`src/logic/vihc_pkg.sv`:
```
// vihc_pkg: constants for the hypervisor-side virtual interrupt control block.
// assumes a plain register port with one-cycle strobes and read data one cycle later.
package vihc_pkg;
  localparam logic [3:0] ADDR_HCR = 4'h0;
  localparam logic [3:0] ADDR_VMCR = 4'h4;
  localparam logic [3:0] ADDR_VTR = 4'h8;
  localparam logic [3:0] ADDR_BPR1 = 4'hC;
  localparam int HCR_CNT_LSB = 27;
  localparam int HCR_TRAP_DEACTIVATE_WRITES = 14;
  localparam int HCR_TRAP_GROUP1_ACCESSES = 12;
  localparam int HCR_TRAP_GROUP0_ACCESSES = 11;
  localparam int HCR_TC = 10;
  localparam int HCR_MAINT_LSB = 1;
  localparam int HCR_EN = 0;
  localparam int VM_PMR_LSB = 24;
  localparam int VM_BP0_LSB = 21;
  localparam int VM_BP1_LSB = 18;
  localparam int VM_EOIM = 9;
  localparam int VM_CBPR = 4;
  localparam int VM_FIQ = 3;
  localparam int VM_ENG1 = 1;
  localparam int VM_ENG0 = 0;
  localparam logic [2:0] BP0_MIN = 3'h2;
  localparam logic [2:0] BP1_MIN = 3'h3;
  localparam logic [2:0] BP_MAX = 3'h7;
  localparam logic [31:0] HCR_RESET = 32'h0000_0000;
  localparam logic [31:0] HCR_WMASK = 32'h0000_5CFF;
  localparam logic [31:0] VTR_VALUE = 32'h9028_0003;
  localparam int LIST_ENTRIES = 4;
endpackage : vihc_pkg

```
`src/logic/vihc_ctrl.sv`:
```
// vihc_ctrl: hypervisor control, vm state, type register, maintenance and trap decode.
// assumes the list-register logic supplies valid/pending flags and deactivate events.
`timescale 1ns/1ps
module vihc_ctrl (
  input wire logic ref_clk,
  input wire logic rstn,
  input wire logic [3:0] regAddr,
  input wire logic [31:0] regWdata,
  input wire logic regWrite,
  input wire logic regRead,
  output logic [31:0] regRdata,
  input wire logic [3:0] listValid,
  input wire logic [3:0] listPending,
  input wire logic deactUnmatched,
  input wire logic deactMatched,
  input wire logic el1NonSecure,
  input wire logic accDeactWrite,
  input wire logic accGroup0,
  input wire logic accGroup1,
  input wire logic accCommon,
  output logic trapToEl2,
  output logic maintIrq,
  output logic vifEnable,
  output logic [7:0] virtualPriorityMask,
  output logic [2:0] effBinpointG1,
  output logic virtualEoiSplitMode,
  output logic virtualGroup0Enable,
  output logic virtualGroup1Enable,
  output logic g0AsFastIrq
);
  typedef struct packed {
    logic [4:0] count;
    logic [13:0] ctl;
    logic [7:0] pmr;
    logic [2:0] bp0;
    logic [2:0] bp1;
    logic eoim;
    logic cbpr;
    logic eng1;
    logic eng0;
    logic [31:0] rdata;
  } vihc_state_t;

  vihc_state_t st_q, st_d;
  logic [31:0] hcrView, vmcrView;
  logic [2:0] bp1Read, listValidCnt;
  logic [13:0] hcrLow;

  // hcr low field: bits 14:0 minus the hard-zero bits 13, 9, 8
  assign hcrLow = st_q.ctl;
  always_comb begin
    hcrView = {st_q.count, 12'h000, hcrLow[13], 1'b0, hcrLow[12:10], 2'b00, hcrLow[7:0]};
    vmcrView = {st_q.pmr, st_q.bp0, st_q.bp1, 8'h00, st_q.eoim, 4'h0, st_q.cbpr, 1'b1, 1'b0,
                st_q.eng1, st_q.eng0};
    bp1Read = (st_q.bp0 == vihc_pkg::BP_MAX) ? vihc_pkg::BP_MAX : st_q.bp0 + 3'h1;
    listValidCnt = 3'h0;
    for (int i = 0; i < vihc_pkg::LIST_ENTRIES; i++) begin
      listValidCnt = listValidCnt + {2'b00, listValid[i]};
    end
  end

  // ctl packs hcr bits {14,12,11,10,7..0} as [13]=trap_deactivate_writes,[12:10]=trap group 1, group 0 and common bits,[9:8] unused,[7:0]
  function automatic logic [13:0] packCtl(input logic [31:0] w);
    packCtl = {w[vihc_pkg::HCR_TRAP_DEACTIVATE_WRITES], w[vihc_pkg::HCR_TRAP_GROUP1_ACCESSES], w[vihc_pkg::HCR_TRAP_GROUP0_ACCESSES], w[vihc_pkg::HCR_TC],
               2'b00, w[7:0]};
  endfunction : packCtl

  always_comb begin
    logic [2:0] wbp;
    wbp = 3'h0;
    st_d = st_q;
    // count: hardware increments apply on top of a same-cycle software write; matched decrements too
    if (regWrite && regAddr == vihc_pkg::ADDR_HCR) begin
      st_d.count = regWdata[31:vihc_pkg::HCR_CNT_LSB];
      st_d.ctl = packCtl(regWdata & vihc_pkg::HCR_WMASK);
    end
    if (deactUnmatched && !deactMatched && st_d.count != 5'h1F) begin
      st_d.count = st_d.count + 5'h01;
    end else if (deactMatched && !deactUnmatched && st_d.count != 5'h00) begin
      st_d.count = st_d.count - 5'h01;
    end
    if (regWrite && regAddr == vihc_pkg::ADDR_VMCR) begin
      st_d.pmr = regWdata[31:vihc_pkg::VM_PMR_LSB];
      st_d.eoim = regWdata[vihc_pkg::VM_EOIM];
      st_d.cbpr = regWdata[vihc_pkg::VM_CBPR];
      st_d.eng1 = regWdata[vihc_pkg::VM_ENG1];
      st_d.eng0 = regWdata[vihc_pkg::VM_ENG0];
      wbp = regWdata[vihc_pkg::VM_BP0_LSB +: 3];
      st_d.bp0 = (wbp < vihc_pkg::BP0_MIN) ? vihc_pkg::BP0_MIN : wbp;
      wbp = regWdata[vihc_pkg::VM_BP1_LSB +: 3];
      st_d.bp1 = (wbp < vihc_pkg::BP1_MIN) ? vihc_pkg::BP1_MIN : wbp;
    end
    // the group 1 binary point view: writes dropped while common mode is on
    if (regWrite && regAddr == vihc_pkg::ADDR_BPR1 && !st_q.cbpr) begin
      st_d.bp1 = (regWdata[2:0] < vihc_pkg::BP1_MIN) ? vihc_pkg::BP1_MIN : regWdata[2:0];
    end
    st_d.rdata = 32'h0000_0000;
    if (regRead) begin
      unique case (regAddr)
        vihc_pkg::ADDR_HCR: st_d.rdata = hcrView;
        vihc_pkg::ADDR_VMCR: st_d.rdata = vmcrView;
        vihc_pkg::ADDR_VTR: st_d.rdata = vihc_pkg::VTR_VALUE;
        vihc_pkg::ADDR_BPR1: st_d.rdata = {29'h0, st_q.cbpr ? bp1Read : st_q.bp1};
        default: st_d.rdata = 32'h0000_0000;
      endcase
    end
  end

  always_ff @(posedge ref_clk or negedge rstn) begin
    if (!rstn) begin
      st_q <= '{count: 5'h00, ctl: 14'h0000, pmr: 8'h00, bp0: vihc_pkg::BP0_MIN, bp1: vihc_pkg::BP1_MIN,
                eoim: 1'b0, cbpr: 1'b0, eng1: 1'b0, eng0: 1'b0, rdata: 32'h0000_0000};
    end else begin
      st_q <= st_d;
    end
  end

  logic [6:0] maintCond;
  always_comb begin
    maintCond[6] = st_q.ctl[7] && !st_q.eng1;
    maintCond[5] = st_q.ctl[6] && st_q.eng1;
    maintCond[4] = st_q.ctl[5] && !st_q.eng0;
    maintCond[3] = st_q.ctl[4] && st_q.eng0;
    maintCond[2] = st_q.ctl[3] && (listPending == 4'h0);
    maintCond[1] = st_q.ctl[2] && (st_q.count != 5'h00);
    maintCond[0] = st_q.ctl[1] && (listValidCnt <= 3'h1);
  end
  assign maintIrq = st_q.ctl[vihc_pkg::HCR_EN] && (|maintCond);
  assign vifEnable = st_q.ctl[vihc_pkg::HCR_EN];

  // trap decode is combinational so the core sees it in the access cycle
  assign trapToEl2 = el1NonSecure && ((accDeactWrite && st_q.ctl[13])
                   || (accGroup1 && st_q.ctl[12])
                   || (accGroup0 && st_q.ctl[11])
                   || (accCommon && st_q.ctl[10]));

  assign regRdata = st_q.rdata;
  assign virtualPriorityMask = st_q.pmr;
  assign effBinpointG1 = st_q.cbpr ? st_q.bp0 : st_q.bp1;
  assign virtualEoiSplitMode = st_q.eoim;
  assign virtualGroup0Enable = st_q.eng0;
  assign virtualGroup1Enable = st_q.eng1;
  assign g0AsFastIrq = 1'b1;

  // second opinion on maintenance and trap, taken from the software view of the words
  logic expMaint, expTrap;
  logic [6:0] expCond;
  always_comb begin
    expCond = 7'h00;
    expCond[6] = hcrView[7] && !vmcrView[vihc_pkg::VM_ENG1];
    expCond[5] = hcrView[6] && vmcrView[vihc_pkg::VM_ENG1];
    expCond[4] = hcrView[5] && !vmcrView[vihc_pkg::VM_ENG0];
    expCond[3] = hcrView[4] && vmcrView[vihc_pkg::VM_ENG0];
    expCond[2] = hcrView[3] && !(|listPending);
    expCond[1] = hcrView[2] && (hcrView[31:vihc_pkg::HCR_CNT_LSB] != 5'h00);
    expCond[0] = hcrView[1] && ($countones(listValid) < 2);
    expMaint = hcrView[vihc_pkg::HCR_EN] && (|expCond);
    expTrap = el1NonSecure && ((accDeactWrite && hcrView[vihc_pkg::HCR_TRAP_DEACTIVATE_WRITES])
      || (accGroup1 && hcrView[vihc_pkg::HCR_TRAP_GROUP1_ACCESSES])
      || (accGroup0 && hcrView[vihc_pkg::HCR_TRAP_GROUP0_ACCESSES])
      || (accCommon && hcrView[vihc_pkg::HCR_TC]));
  end

  chk_maint_g1_off: assert property (@(posedge ref_clk) disable iff (!rstn)
    (st_q.ctl[0] && st_q.ctl[7] && !st_q.eng1)
    |-> maintIrq)
    else $error("maint missing g1 off");

  chk_maint_g1_on: assert property (@(posedge ref_clk) disable iff (!rstn)
    (st_q.ctl[0] && st_q.ctl[6] && st_q.eng1)
    |-> maintIrq)
    else $error("maint missing g1 on");

  chk_maint_g0_off: assert property (@(posedge ref_clk) disable iff (!rstn)
    (st_q.ctl[0] && st_q.ctl[5] && !st_q.eng0)
    |-> maintIrq)
    else $error("maint missing g0 off");

  chk_maint_g0_on: assert property (@(posedge ref_clk) disable iff (!rstn)
    (st_q.ctl[0] && st_q.ctl[4] && st_q.eng0)
    |-> maintIrq)
    else $error("maint missing g0 on");

  chk_maint_none_pend: assert property (@(posedge ref_clk) disable iff (!rstn)
    (st_q.ctl[0] && st_q.ctl[3] && listPending == 4'h0)
    |-> maintIrq)
    else $error("maint missing np");

  chk_maint_count: assert property (@(posedge ref_clk) disable iff (!rstn)
    (st_q.ctl[0] && st_q.ctl[2] && st_q.count != 5'h00)
    |-> maintIrq)
    else $error("maint missing cnt");

  chk_maint_underflow: assert property (@(posedge ref_clk) disable iff (!rstn)
    (st_q.ctl[0] && st_q.ctl[1] && $countones(listValid) <= 1)
    |-> maintIrq)
    else $error("maint missing underflow");

  chk_maint_gated: assert property (@(posedge ref_clk) disable iff (!rstn)
    !vifEnable
    |-> !maintIrq)
    else $error("maint while disabled");

  chk_maint_exact: assert property (@(posedge ref_clk) disable iff (!rstn)
    1'b1
    |-> maintIrq == expMaint)
    else $error("maint differs from enabled conditions");

  chk_maint_quiet: assert property (@(posedge ref_clk) disable iff (!rstn)
    (st_q.ctl[7:1] == 7'h00)
    |-> !maintIrq)
    else $error("maint with no condition enabled");

  chk_vtr_read: assert property (@(posedge ref_clk) disable iff (!rstn)
    (regRead && regAddr == vihc_pkg::ADDR_VTR)
    |=> regRdata == 32'h9028_0003)
    else $error("bad type read");

  chk_vtr_widths: assert property (@(posedge ref_clk) disable iff (!rstn)
    (regRead && regAddr == vihc_pkg::ADDR_VTR)
    |=> regRdata[31:29] == 3'h4 && regRdata[28:26] == 3'h4)
    else $error("bad priority widths");

  chk_vtr_ident: assert property (@(posedge ref_clk) disable iff (!rstn)
    (regRead && regAddr == vihc_pkg::ADDR_VTR)
    |=> regRdata[25:22] == 4'h0)
    else $error("bad identifier or error support field");

  chk_vtr_affinity: assert property (@(posedge ref_clk) disable iff (!rstn)
    (regRead && regAddr == vihc_pkg::ADDR_VTR)
    |=> regRdata[21] && !regRdata[20])
    else $error("bad affinity or injection field");

  chk_vtr_deact: assert property (@(posedge ref_clk) disable iff (!rstn)
    (regRead && regAddr == vihc_pkg::ADDR_VTR)
    |=> regRdata[19] && regRdata[18:5] == 14'h0000)
    else $error("bad deactivate trap support field");

  chk_bp1_common: assert property (@(posedge ref_clk) disable iff (!rstn)
    (regRead && regAddr == vihc_pkg::ADDR_BPR1 && st_q.cbpr && st_q.bp0 == 3'h7)
    |=> regRdata[2:0] == 3'h7)
    else $error("bp1 not saturated");

  chk_bp1_plus_one: assert property (@(posedge ref_clk) disable iff (!rstn)
    (regRead && regAddr == vihc_pkg::ADDR_BPR1 && st_q.cbpr && st_q.bp0 != 3'h7)
    |=> regRdata[2:0] == $past(st_q.bp0) + 3'h1)
    else $error("bp1 view not bp0 plus one");

  chk_bp1_plain: assert property (@(posedge ref_clk) disable iff (!rstn)
    (regRead && regAddr == vihc_pkg::ADDR_BPR1 && !st_q.cbpr)
    |=> regRdata == {29'h0000_0000, $past(st_q.bp1)})
    else $error("bp1 view not own value");

  chk_bp1_ignored: assert property (@(posedge ref_clk) disable iff (!rstn)
    (regWrite && regAddr == vihc_pkg::ADDR_BPR1 && st_q.cbpr)
    |=> st_q.bp1 == $past(st_q.bp1))
    else $error("bp1 written in common mode");

  chk_eff_bp: assert property (@(posedge ref_clk) disable iff (!rstn)
    st_q.cbpr
    |-> effBinpointG1 == st_q.bp0)
    else $error("group 1 not using bp0");

  chk_bp0_min: assert property (@(posedge ref_clk) disable iff (!rstn)
    1'b1
    |-> st_q.bp0 >= 3'h2 && st_q.bp1 >= 3'h3)
    else $error("binary point below minimum");

  chk_bp0_clamp: assert property (@(posedge ref_clk) disable iff (!rstn)
    (regWrite && regAddr == vihc_pkg::ADDR_VMCR && regWdata[23:21] < 3'h2)
    |=> st_q.bp0 == 3'h2)
    else $error("bp0 not clamped");

  chk_bp1_clamp: assert property (@(posedge ref_clk) disable iff (!rstn)
    (regWrite && regAddr == vihc_pkg::ADDR_VMCR && regWdata[20:18] < 3'h3)
    |=> st_q.bp1 == 3'h3)
    else $error("bp1 not clamped");

  chk_vmcr_write: assert property (@(posedge ref_clk) disable iff (!rstn)
    (regWrite && regAddr == vihc_pkg::ADDR_VMCR)
    |=> virtualPriorityMask == $past(regWdata[31:24]) && virtualEoiSplitMode == $past(regWdata[9]))
    else $error("mask or eoi mode not stored");

  chk_vmcr_reserved: assert property (@(posedge ref_clk) disable iff (!rstn)
    (regRead && regAddr == vihc_pkg::ADDR_VMCR)
    |=> regRdata[17:10] == 8'h00 && regRdata[8:5] == 4'h0 && !regRdata[2])
    else $error("vm reserved bits not zero");

  chk_vmcr_fiq: assert property (@(posedge ref_clk) disable iff (!rstn)
    (regRead && regAddr == vihc_pkg::ADDR_VMCR)
    |=> regRdata[3])
    else $error("fast interrupt bit not one");

  chk_group_enables: assert property (@(posedge ref_clk) disable iff (!rstn)
    (regWrite && regAddr == vihc_pkg::ADDR_VMCR)
    |=> virtualGroup1Enable == $past(regWdata[1]) && virtualGroup0Enable == $past(regWdata[0]))
    else $error("group enables not stored");

  chk_vif_write: assert property (@(posedge ref_clk) disable iff (!rstn)
    (regWrite && regAddr == vihc_pkg::ADDR_HCR)
    |=> vifEnable == $past(regWdata[0]))
    else $error("interface enable not stored");

  chk_hcr_reserved: assert property (@(posedge ref_clk) disable iff (!rstn)
    (regRead && regAddr == vihc_pkg::ADDR_HCR)
    |=> regRdata[26:15] == 12'h000 && !regRdata[13] && regRdata[9:8] == 2'b00)
    else $error("control reserved bits not zero");

  chk_hcr_count_read: assert property (@(posedge ref_clk) disable iff (!rstn)
    (regRead && regAddr == vihc_pkg::ADDR_HCR)
    |=> regRdata[31:27] == $past(st_q.count))
    else $error("count field misread");

  chk_deact_trap: assert property (@(posedge ref_clk) disable iff (!rstn)
    (el1NonSecure && accDeactWrite && st_q.ctl[13])
    |-> trapToEl2)
    else $error("deactivate trap missing");

  chk_deact_no_trap: assert property (@(posedge ref_clk) disable iff (!rstn)
    (accDeactWrite && !st_q.ctl[13] && !accGroup0 && !accGroup1 && !accCommon)
    |-> !trapToEl2)
    else $error("deactivate trapped while off");

  chk_trap_g1: assert property (@(posedge ref_clk) disable iff (!rstn)
    (el1NonSecure && accGroup1 && st_q.ctl[12])
    |-> trapToEl2)
    else $error("group 1 trap missing");

  chk_trap_g0: assert property (@(posedge ref_clk) disable iff (!rstn)
    (el1NonSecure && accGroup0 && st_q.ctl[11])
    |-> trapToEl2)
    else $error("group 0 trap missing");

  chk_trap_common: assert property (@(posedge ref_clk) disable iff (!rstn)
    (el1NonSecure && accCommon && st_q.ctl[10])
    |-> trapToEl2)
    else $error("common trap missing");

  chk_trap_secure: assert property (@(posedge ref_clk) disable iff (!rstn)
    !el1NonSecure
    |-> !trapToEl2)
    else $error("trap outside non-secure el1");

  chk_trap_exact: assert property (@(posedge ref_clk) disable iff (!rstn)
    1'b1
    |-> trapToEl2 == expTrap)
    else $error("trap differs from enabled traps");

  chk_count_write: assert property (@(posedge ref_clk) disable iff (!rstn)
    (regWrite && regAddr == vihc_pkg::ADDR_HCR && !deactUnmatched && !deactMatched)
    |=> st_q.count == $past(regWdata[31:27]))
    else $error("count not written");

  chk_count_inc: assert property (@(posedge ref_clk) disable iff (!rstn)
    (deactUnmatched && !deactMatched && !regWrite && st_q.count != 5'h1F)
    |=> st_q.count == $past(st_q.count) + 5'h01)
    else $error("count not incremented");

  chk_count_dec: assert property (@(posedge ref_clk) disable iff (!rstn)
    (deactMatched && !deactUnmatched && !regWrite && st_q.count != 5'h00)
    |=> st_q.count == $past(st_q.count) - 5'h01)
    else $error("count not decremented");

  chk_count_sat: assert property (@(posedge ref_clk) disable iff (!rstn)
    (deactUnmatched && !deactMatched && !regWrite && st_q.count == 5'h1F)
    |=> st_q.count == 5'h1F)
    else $error("count wrapped");

  cov_maint_rise: cover property (@(posedge ref_clk) disable iff (!rstn) $rose(maintIrq));
  cov_trap_g1: cover property (@(posedge ref_clk) disable iff (!rstn) el1NonSecure && accGroup1 && trapToEl2);
  cov_bp1_common: cover property (@(posedge ref_clk) disable iff (!rstn)
    regRead && regAddr == vihc_pkg::ADDR_BPR1 && st_q.cbpr);
  cov_count_two: cover property (@(posedge ref_clk) disable iff (!rstn)
    st_q.count == 5'h02 && maintIrq);
  cov_underflow: cover property (@(posedge ref_clk) disable iff (!rstn)
    st_q.ctl[1] && listValid == 4'h1 && maintIrq);
endmodule : vihc_ctrl

```
`config.mk`:
```
export PLATFORM = sky130hd
export DESIGN_NAME = vihc_ctrl
export DESIGN_NICKNAME = d
export VERILOG_FILES = /design/src/logic/vihc_pkg.sv /design/src/logic/vihc_ctrl.sv
export SDC_FILE = /design/constraint.sdc
export NUM_CORES = 1
export LEC_CHECK = 0
export BUFFER_PORTS_ARGS = -buffer_cell sky130_fd_sc_hd__buf_2
export CAP_MARGIN = 20
export CORE_MARGIN = 5
export CORE_UTILIZATION = 40
export CTS_BUF_LIST = sky130_fd_sc_hd__clkbuf_2
export DETAILED_ROUTE_END_ITERATION = 8
export PLACE_DENSITY = 0.71
export SYNTH_ARGS = -nofsm -noshare
export SYNTH_HDL_FRONTEND = slang
export SYNTH_SLANG_ARGS = --single-unit
```
`constraint.sdc`:
```
create_clock -name ref_clk -period 2.5 [get_ports ref_clk]
set_clock_uncertainty 0.2 [all_clocks]
set_input_delay 0.125 -clock ref_clk [delete_from_list [all_inputs] [get_ports ref_clk]]
set_output_delay 0.125 -clock ref_clk [all_outputs]
set_load 0.005 [all_outputs]
```
==> results of run 1 <==
## sequential cells by signal, summed over array words and instances, names as in the netlist
| register | cells |
|---|---|
| st_q | 7 |
| virtualEoiSplitMode | 1 |
| virtualGroup1Enable | 1 |
| virtualPriorityMask | 8 |
| hcrView | 5 |
| hcrLow | 12 |
| regRdata | 27 |
| virtualGroup0Enable | 1 |
## Yosys cell counts (2+ instances only)
cell type,count,area share
dfrtp_1,59,0.46
buf_4,41,0.095
mux2_2,26,0.091
nor2_1,22,0.026
mux2i_1,19,0.059
and2_1,15,0.029
nand2_1,14,0.016
o21ai_0,10,0.015
a21oi_1,8,0.012
inv_1,8,0.0093
nor4_1,7,0.014
buf_2,6,0.0093
a22oi_1,4,0.0093
clkbuf_1,4,0.0046
a211oi_1,3,0.0070
a2bb2oi_1,3,0.0081
a31oi_1,3,0.0058
buf_6,3,0.010
dfstp_2,3,0.024
nand2b_1,3,0.0058
nand3_1,3,0.0046
nand4_1,3,0.0058
a21boi_0,2,0.0046
conb_1,2,0.0023
ha_1,2,0.0077
nor2b_1,2,0.0039
nor3_1,2,0.0031
o22ai_1,2,0.0039
xnor2_1,2,0.0054
xor2_1,2,0.0054
## layer usage
metal  GRT usage  vias up
met5           0        -
met4     0.05462        0
met3     0.04934        6
met2      0.2617       71
met1      0.1881     1178
li1            -     1168
## repair_timing
action | 4_1_cts | 5_1_grt
endpoints found under the hold margin | 117 | 0
setup endpoints to repair | 0 | 22
hold buffers | 40 | 0
gates resized for setup | 0 | 1
## through the flow
stage               hold slack, ps  utilization  total power [W]
floorplan                   -370.6            -         0.001796
global placement             11.19       0.4481         0.001959
detailed placement           13.09       0.4481         0.001989
CTS                          150.1       0.5096         0.002536
global route                 70.20       0.5090         0.002688
finish                       109.9       0.5090         0.002515
## worst max-delay path, cell delays in order
cell,delay (ps)
dlygate4sd3_1,530
buf_2,130
buf_4,230
and2b_1,320
nand2_4,250
a21oi_1,210
a211oi_1,80
a31oi_1,190
dlygate4sd3_1,580
## final timing paths
check	from	endpoint	slack [ps]
min in group asynchronous	rstn	hcrLow[5]	530
setup reg to reg	st_q[34]	st_q[37]	400
hold reg to reg	virtualPriorityMask[1]	regRdata[25]	310
hold / removal	regWrite	virtualGroup1Enable	110
setup / recovery	regAddr[2]	st_q[37]	60
max in group asynchronous	rstn	st_q[40]	860
## layout make-up
cell class,instances,area [µm²],area share
Inverter,8,30.03,0.007557
Clock buffer,13,65.06,0.01637
Tap cell,102,127.6,0.03212
Clock inverter,3,15.01,0.003778
Sequential cell,62,1555,0.3914
Timing Repair Buffer,136,898.4,0.2261
Multi-Input combinational cell,178,1282,0.3227
## report_power, final
| group | switching (W) | total (W) | internal [W] |
|---|---|---|---|
| combinational | 0.000290 | 0.000671 | 0.000382 |
| sequential | 0.000186 | 0.00136 | 0.00117 |
| clock | 0.000339 | 0.000482 | 0.000144 |
| total | 0.000815 | 0.00251 | 0.00170 |
## cell usage in the layout, fill, tap and decap left out, types with 6 or more instances in the layout
| cell type | synthesis | layout |
|---|---|---|
| buf_2 | 6 | 93 |
| dfrtp_1 | 59 | 59 |
| dlygate4sd3_1 | 0 | 39 |
| mux2_2 | 26 | 26 |
| nor2_1 | 22 | 22 |
| mux2i_1 | 19 | 19 |
| and2_1 | 15 | 15 |
| nand2_1 | 14 | 14 |
| clkbuf_2 | 0 | 13 |
| o21ai_0 | 10 | 10 |
| a21oi_1 | 8 | 8 |
| inv_1 | 8 | 8 |
| nor4_1 | 7 | 7 |
| conb_1 | 2 | 6 |
## kinds of logic (layout without fill, tap and decap cells)
logic type                 count (synthesis)  after routing
muxes                                     45             45
and+or+nand+nor                           82             82
AOI/OAI and AO/OA                         38             38
other                                      2              6
adders and majority gates                  3              3
xor gates and xnor gates                   4              4
buffers and inverters                     62            160
DFF                                       62             62
==> out/results.txt, run 1 <==
CTS tree - done
Root Buffer - clkbuf_2
number of synthesized flops with an enable pin - 0
gr ovfl total - 0
CP Launch Type - primary input
Min-Delay Path Class - primary input to flip-flop
depth of the worst hold-timing path - 4
Port Buffers - 93
CTS Sinks - 62
# DRC - 0
CTS clock-pin slew for the worst setup and hold paths - 180 ps
placed cells - 447
sequential cell area fraction in the yosys report - 0.4809
synth warn - 0
CP Capture Type - flip-flop
initial antenna violation count - 0
status - completed
top-level I/O count - 105
synthesized area - 3234 µm²
Post-DP HPWL - 5273 µm
area grow syn2layout - 22.86%
final hold vios - 0
share of layout cells above drive strength 1 - 0.3750
Bufs on Longest Clock Path - 2
Die Span X - 99.92 µm
Pins Over Slew Limit - 0
number of fill cells in the layout - 730
Antenna Violating Nets Remaining - 0
vias in the first global route - 2456
Clock Latency Late Sink - 480 ps
period utilisation layout - 0.9767
Post-synth ARST share - 1.000
Max FO, Critical Path - 24
Detailed Routing Iterations Pass 1 - 4
Vias - 2423
slew margin rel. - 0.5269
DR WL met2 - 3842 µm
DR WL/cell - 14.66 µm
core area - 7807 µm²
Placed Instance Area - 3498 µm²
Site Rows - 32
initial core utilization - 0.4143
Routed Wire Length - 7361 µm
first-pass GRT wire length - 12120 µm
area share of fa/ha/maj cells after synthesis - 0.01393
xor-xnor portion of the synthesized cell area - 0.01083
design area - 3974 µm²
Tightest Pin Transition - 709.7 ps
RSZ-0062 raised after global routing - false
Syn Inst Count - 298
DR WL met3 - 475 µm
pre-CTS setup slack - 201.0 ps
Non-Filler Instances - 502
Vias/cell - 4.827
post-synthesis mux area share - 0.1493
largest family of logic cells by synthesized area - multiplexers
final setup violation count - 0
ANT cells - 0
minimum clock period - 2442 ps
CTS Buf Count - 9
Die H - 99.92 µm
largest net degree at the start of global routing - 32
Fmax - 409.5 MHz
Reg2Reg Depth - 4
number of library cell types mapped by synthesis - 45
H-tree levels - 3
crit path DAT - 2650 ps
Met1 Wirelength - 2954 µm
starting DRC count in detailed routing - 77
Synth Area in Compound Gates - 0.07466
maximum vdd drop - 0.1825 mV
nets - 453
GRT Overall Usage - 0.1557
Setup Buffers After CTS - 0
area of the die - 9984 µm²
Fin Setup TNS - 0 ps
Setup CP Type - primary input to flip-flop
pwr/cell area - 632.8 nW/µm²
Crit path required time - 2710 ps
max-cap violations - 0
syn_area_per_cell - 10.85 µm²
Static Leakage - 2.092 nW
Synth Register Bits - 62
Most used DFF post-synth - dfrtp_1
Final WS setup - 58.18 ps
Simple-Gate Fraction of Synth Area - 0.1393
GPL Wtd Cong - 0.8879
DR top layer - met4
(Power assumes the default switching activity.)
==> inputs of run 2 (changes only) <==
--- a/config.mk
+++ b/config.mk
@@ -11,6 +11,7 @@
 export CORE_UTILIZATION = 40
 export CTS_BUF_LIST = sky130_fd_sc_hd__clkbuf_2
 export DETAILED_ROUTE_END_ITERATION = 8
+export GPL_TIMING_DRIVEN = 0
 export PLACE_DENSITY = 0.71
 export SYNTH_ARGS = -nofsm -noshare
 export SYNTH_HDL_FRONTEND = slang
==> run 2 against run 1 <==
Count of clock-buffer cells in the layout is 2 lower. Via count is 4.7% higher. Clock power is 20% higher. Power is 8.0% higher. Worst setup slack better by 85 ps. Non-clock buffer count is 52 higher. Cell count is 10% higher. Sequential cell count stayed put. Core utilization is 5.6 points higher. Combinational power is 21% higher. Register-to-register slack worse by 80 ps. Global-route usage is 0.23 points higher.
==> out/results.txt, run 2 (synthesized netlist as in run 1, its figures left out) <==
Pins Over Slew Limit - 0 (unchanged)
Post-DP HPWL - 5384 µm (+2.1%)
Vias - 2536 (+4.7%)
gr ovfl total - 0 (unchanged)
Static Leakage - 2.347 nW (+12%)
CP Launch Type - primary input
core area - 7807 µm² (unchanged)
top-level I/O count - 105 (unchanged)
CTS Buf Count - 9 (unchanged)
vias in the first global route - 2558 (+4.2%)
routing usage on met2 - 0.2637 (+0.002052)
GPL Wtd Cong - 0.8483 (-4.5%)
busiest grt layer - met2
final setup violation count - 0 (unchanged)
RSZ-0062 raised after global routing - true
initial core utilization - 0.4143 (unchanged)
pwr/cell area - 614.9 nW/µm² (-2.8%)
Antenna Violating Nets Remaining - 0 (unchanged)
Reg2Reg Depth - 8 (+4)
status - completed
GRT met1 Usage - 0.1981 (+0.01000)
Root Buffer - clkbuf_2
pre-CTS setup slack - -319.2 ps (-520.2 ps)
period utilisation layout - 0.9428 (-0.03391)
max-cap violations - 0 (unchanged)
ANT cells - 0 (unchanged)
max reg flops - 27 (unchanged)
area of the die - 9984 µm² (unchanged)
Reg2Reg Launch Point - hcrView[27]
Site Rows - 32 (unchanged)
Non-Filler Instances - 554 (+10%)
placed cells - 495 (+11%)
CTS tree - done
DR WL/cell - 13.66 µm (-6.9%)
crit path from - regAddr[3]
worst reg2reg endpoint - hcrView[29]
crit path DAT - 2560 ps (-90 ps)
Min-Delay Path Class - primary input to flip-flop
CP Capture Type - flip-flop
Final WS setup - 143.0 ps (+84.77 ps)
nets - 505 (+11%)
CTS clock-pin slew for the worst setup and hold paths - 160 ps (-20 ps)
maximum vdd drop - 0.2907 mV (+59%)
Fin Setup TNS - 0 ps (unchanged)
final hold vios - 0 (unchanged)
Vias/cell - 4.578 (-5.2%)
starting DRC count in detailed routing - 85 (+10%)
most frequent cells in the layout - buf_2 (96), dfrtp_1 (59), dlygate4sd3_1 (42)
Worst R2R Setup Slack - 320 ps (-80 ps)
Max FO, Critical Path - 10 (-58%)
GRT Overall Usage - 0.1580 (+0.002278)
Die H - 99.92 µm (unchanged)
largest net degree at the start of global routing - 42 (+31%)
share of layout cells above drive strength 1 - 0.4314 (+0.05642)
initial antenna violation count - 0 (unchanged)
Setup Buffers After CTS - 0 (unchanged)
Die Span X - 99.92 µm (unchanged)
crit path to - hcrView[29]
Bufs on Longest Clock Path - 2 (unchanged)
Port Buffers - 90 (-3.2%)
first-pass GRT wire length - 12340 µm (+1.8%)
CTS Sinks - 62 (unchanged)
minimum clock period - 2357 ps (-84.77 ps)
Routed Wire Length - 7565 µm (+2.8%)
# DRC - 0 (unchanged)
H-tree levels - 3 (unchanged)
Fmax - 424.3 MHz (+3.6%)
Crit path required time - 2700 ps (about the same)
Final Util - 0.5654 (+0.05641)
Clock Latency Late Sink - 470 ps (about the same)
grt met3 use - 0.03753 (-0.01181)
commonest non-fill, non-tap cell in the layout - buf_2
Detailed Routing Iterations Pass 1 - 4 (unchanged)
area grow syn2layout - 36.48%
Setup CP Type - primary input to flip-flop
[run 2: cell count changes in the layout (fill, tap and decap cells not counted), sizes merged]
| cell | delta |
|---|---|
| clkinvlp | +1 |
| clkbuf | +3 |
| buf | +44 |
| bufinv | +1 |
| dlygate4sd3 | +3 |
[run 2: critical path, stage by stage]
cell	delay, ps
dlygate4sd3_1	570
buf_6	150
nor2_2	160
nand2_4	140
buf_2	230
mux2i_1	150
ha_1	230
nor3b_4	320
nand3_1	120
o211ai_1	220
xnor2_1	140
[run 2: power by group]
| group | total (W) | switching, W | internal (W) | leakage (nW) |
|---|---|---|---|---|
| clock | 0.000580 | 0.000349 | 0.000232 | 0.0670 |
| combinational | 0.000815 | 0.000357 | 0.000459 | 1.48 |
| sequential | 0.00132 | 0.000144 | 0.00118 | 0.798 |
[run 2: final cells by class]
type                            instances  area, µm²
Clock inverter                          5      50.05
Tap cell                              102      127.6
Clock buffer                           11      55.05
Multi-Input combinational cell        178       1294
Inverter                                8      30.03
Sequential cell                        62       1555
Timing Repair Buffer                  134      915.9
Fill cell                             690       3393
Buffer                                 54      386.6
[run 2: repair_timing]
item | CTS | global route
hold buffers | 42 | 0
endpoints found under the setup margin | 2 | 3
endpoints found under the hold margin | 114 | 0
gates resized for setup | 1 | 2
[run 2: how the worst min path moves through the flow]
stage,from,endpoint,depth (start not counted)
3_3_place_gp,regWdata[2],st_q[37],2
4_1_cts,regAddr[1],hcrView[31],6
5_1_grt,regAddr[1],regRdata[18],4
2_1_floorplan,rstn,hcrLow[0],0
6_report,regAddr[1],hcrView[31],6
3_5_place_dp,rstn,hcrLow[10],1
[run 2: layer usage]
metal / share of wire / wire [µm]
met1: 0.42 / 3181
met3: 0.054 / 410
met5: 0 / 0
met4: 0.015 / 111
met2: 0.51 / 3862
[run 2: through the flow]
| stage | total power, W | instance area, µm² | hold WS (ps) |
|---|---|---|---|
| 6_report | 0.002715 | 4414 | 51.70 |
| 5_1_grt | 0.002907 | 4414 | 42.27 |
| 4_1_cts | 0.002728 | 4378 | 3.752 |
| 3_5_place_dp | 0.002066 | 3847 | -68.65 |
| 3_3_place_gp | 0.002040 | 3827 | 123.3 |
| 2_1_floorplan | 0.001796 | 3249 | -370.6 |
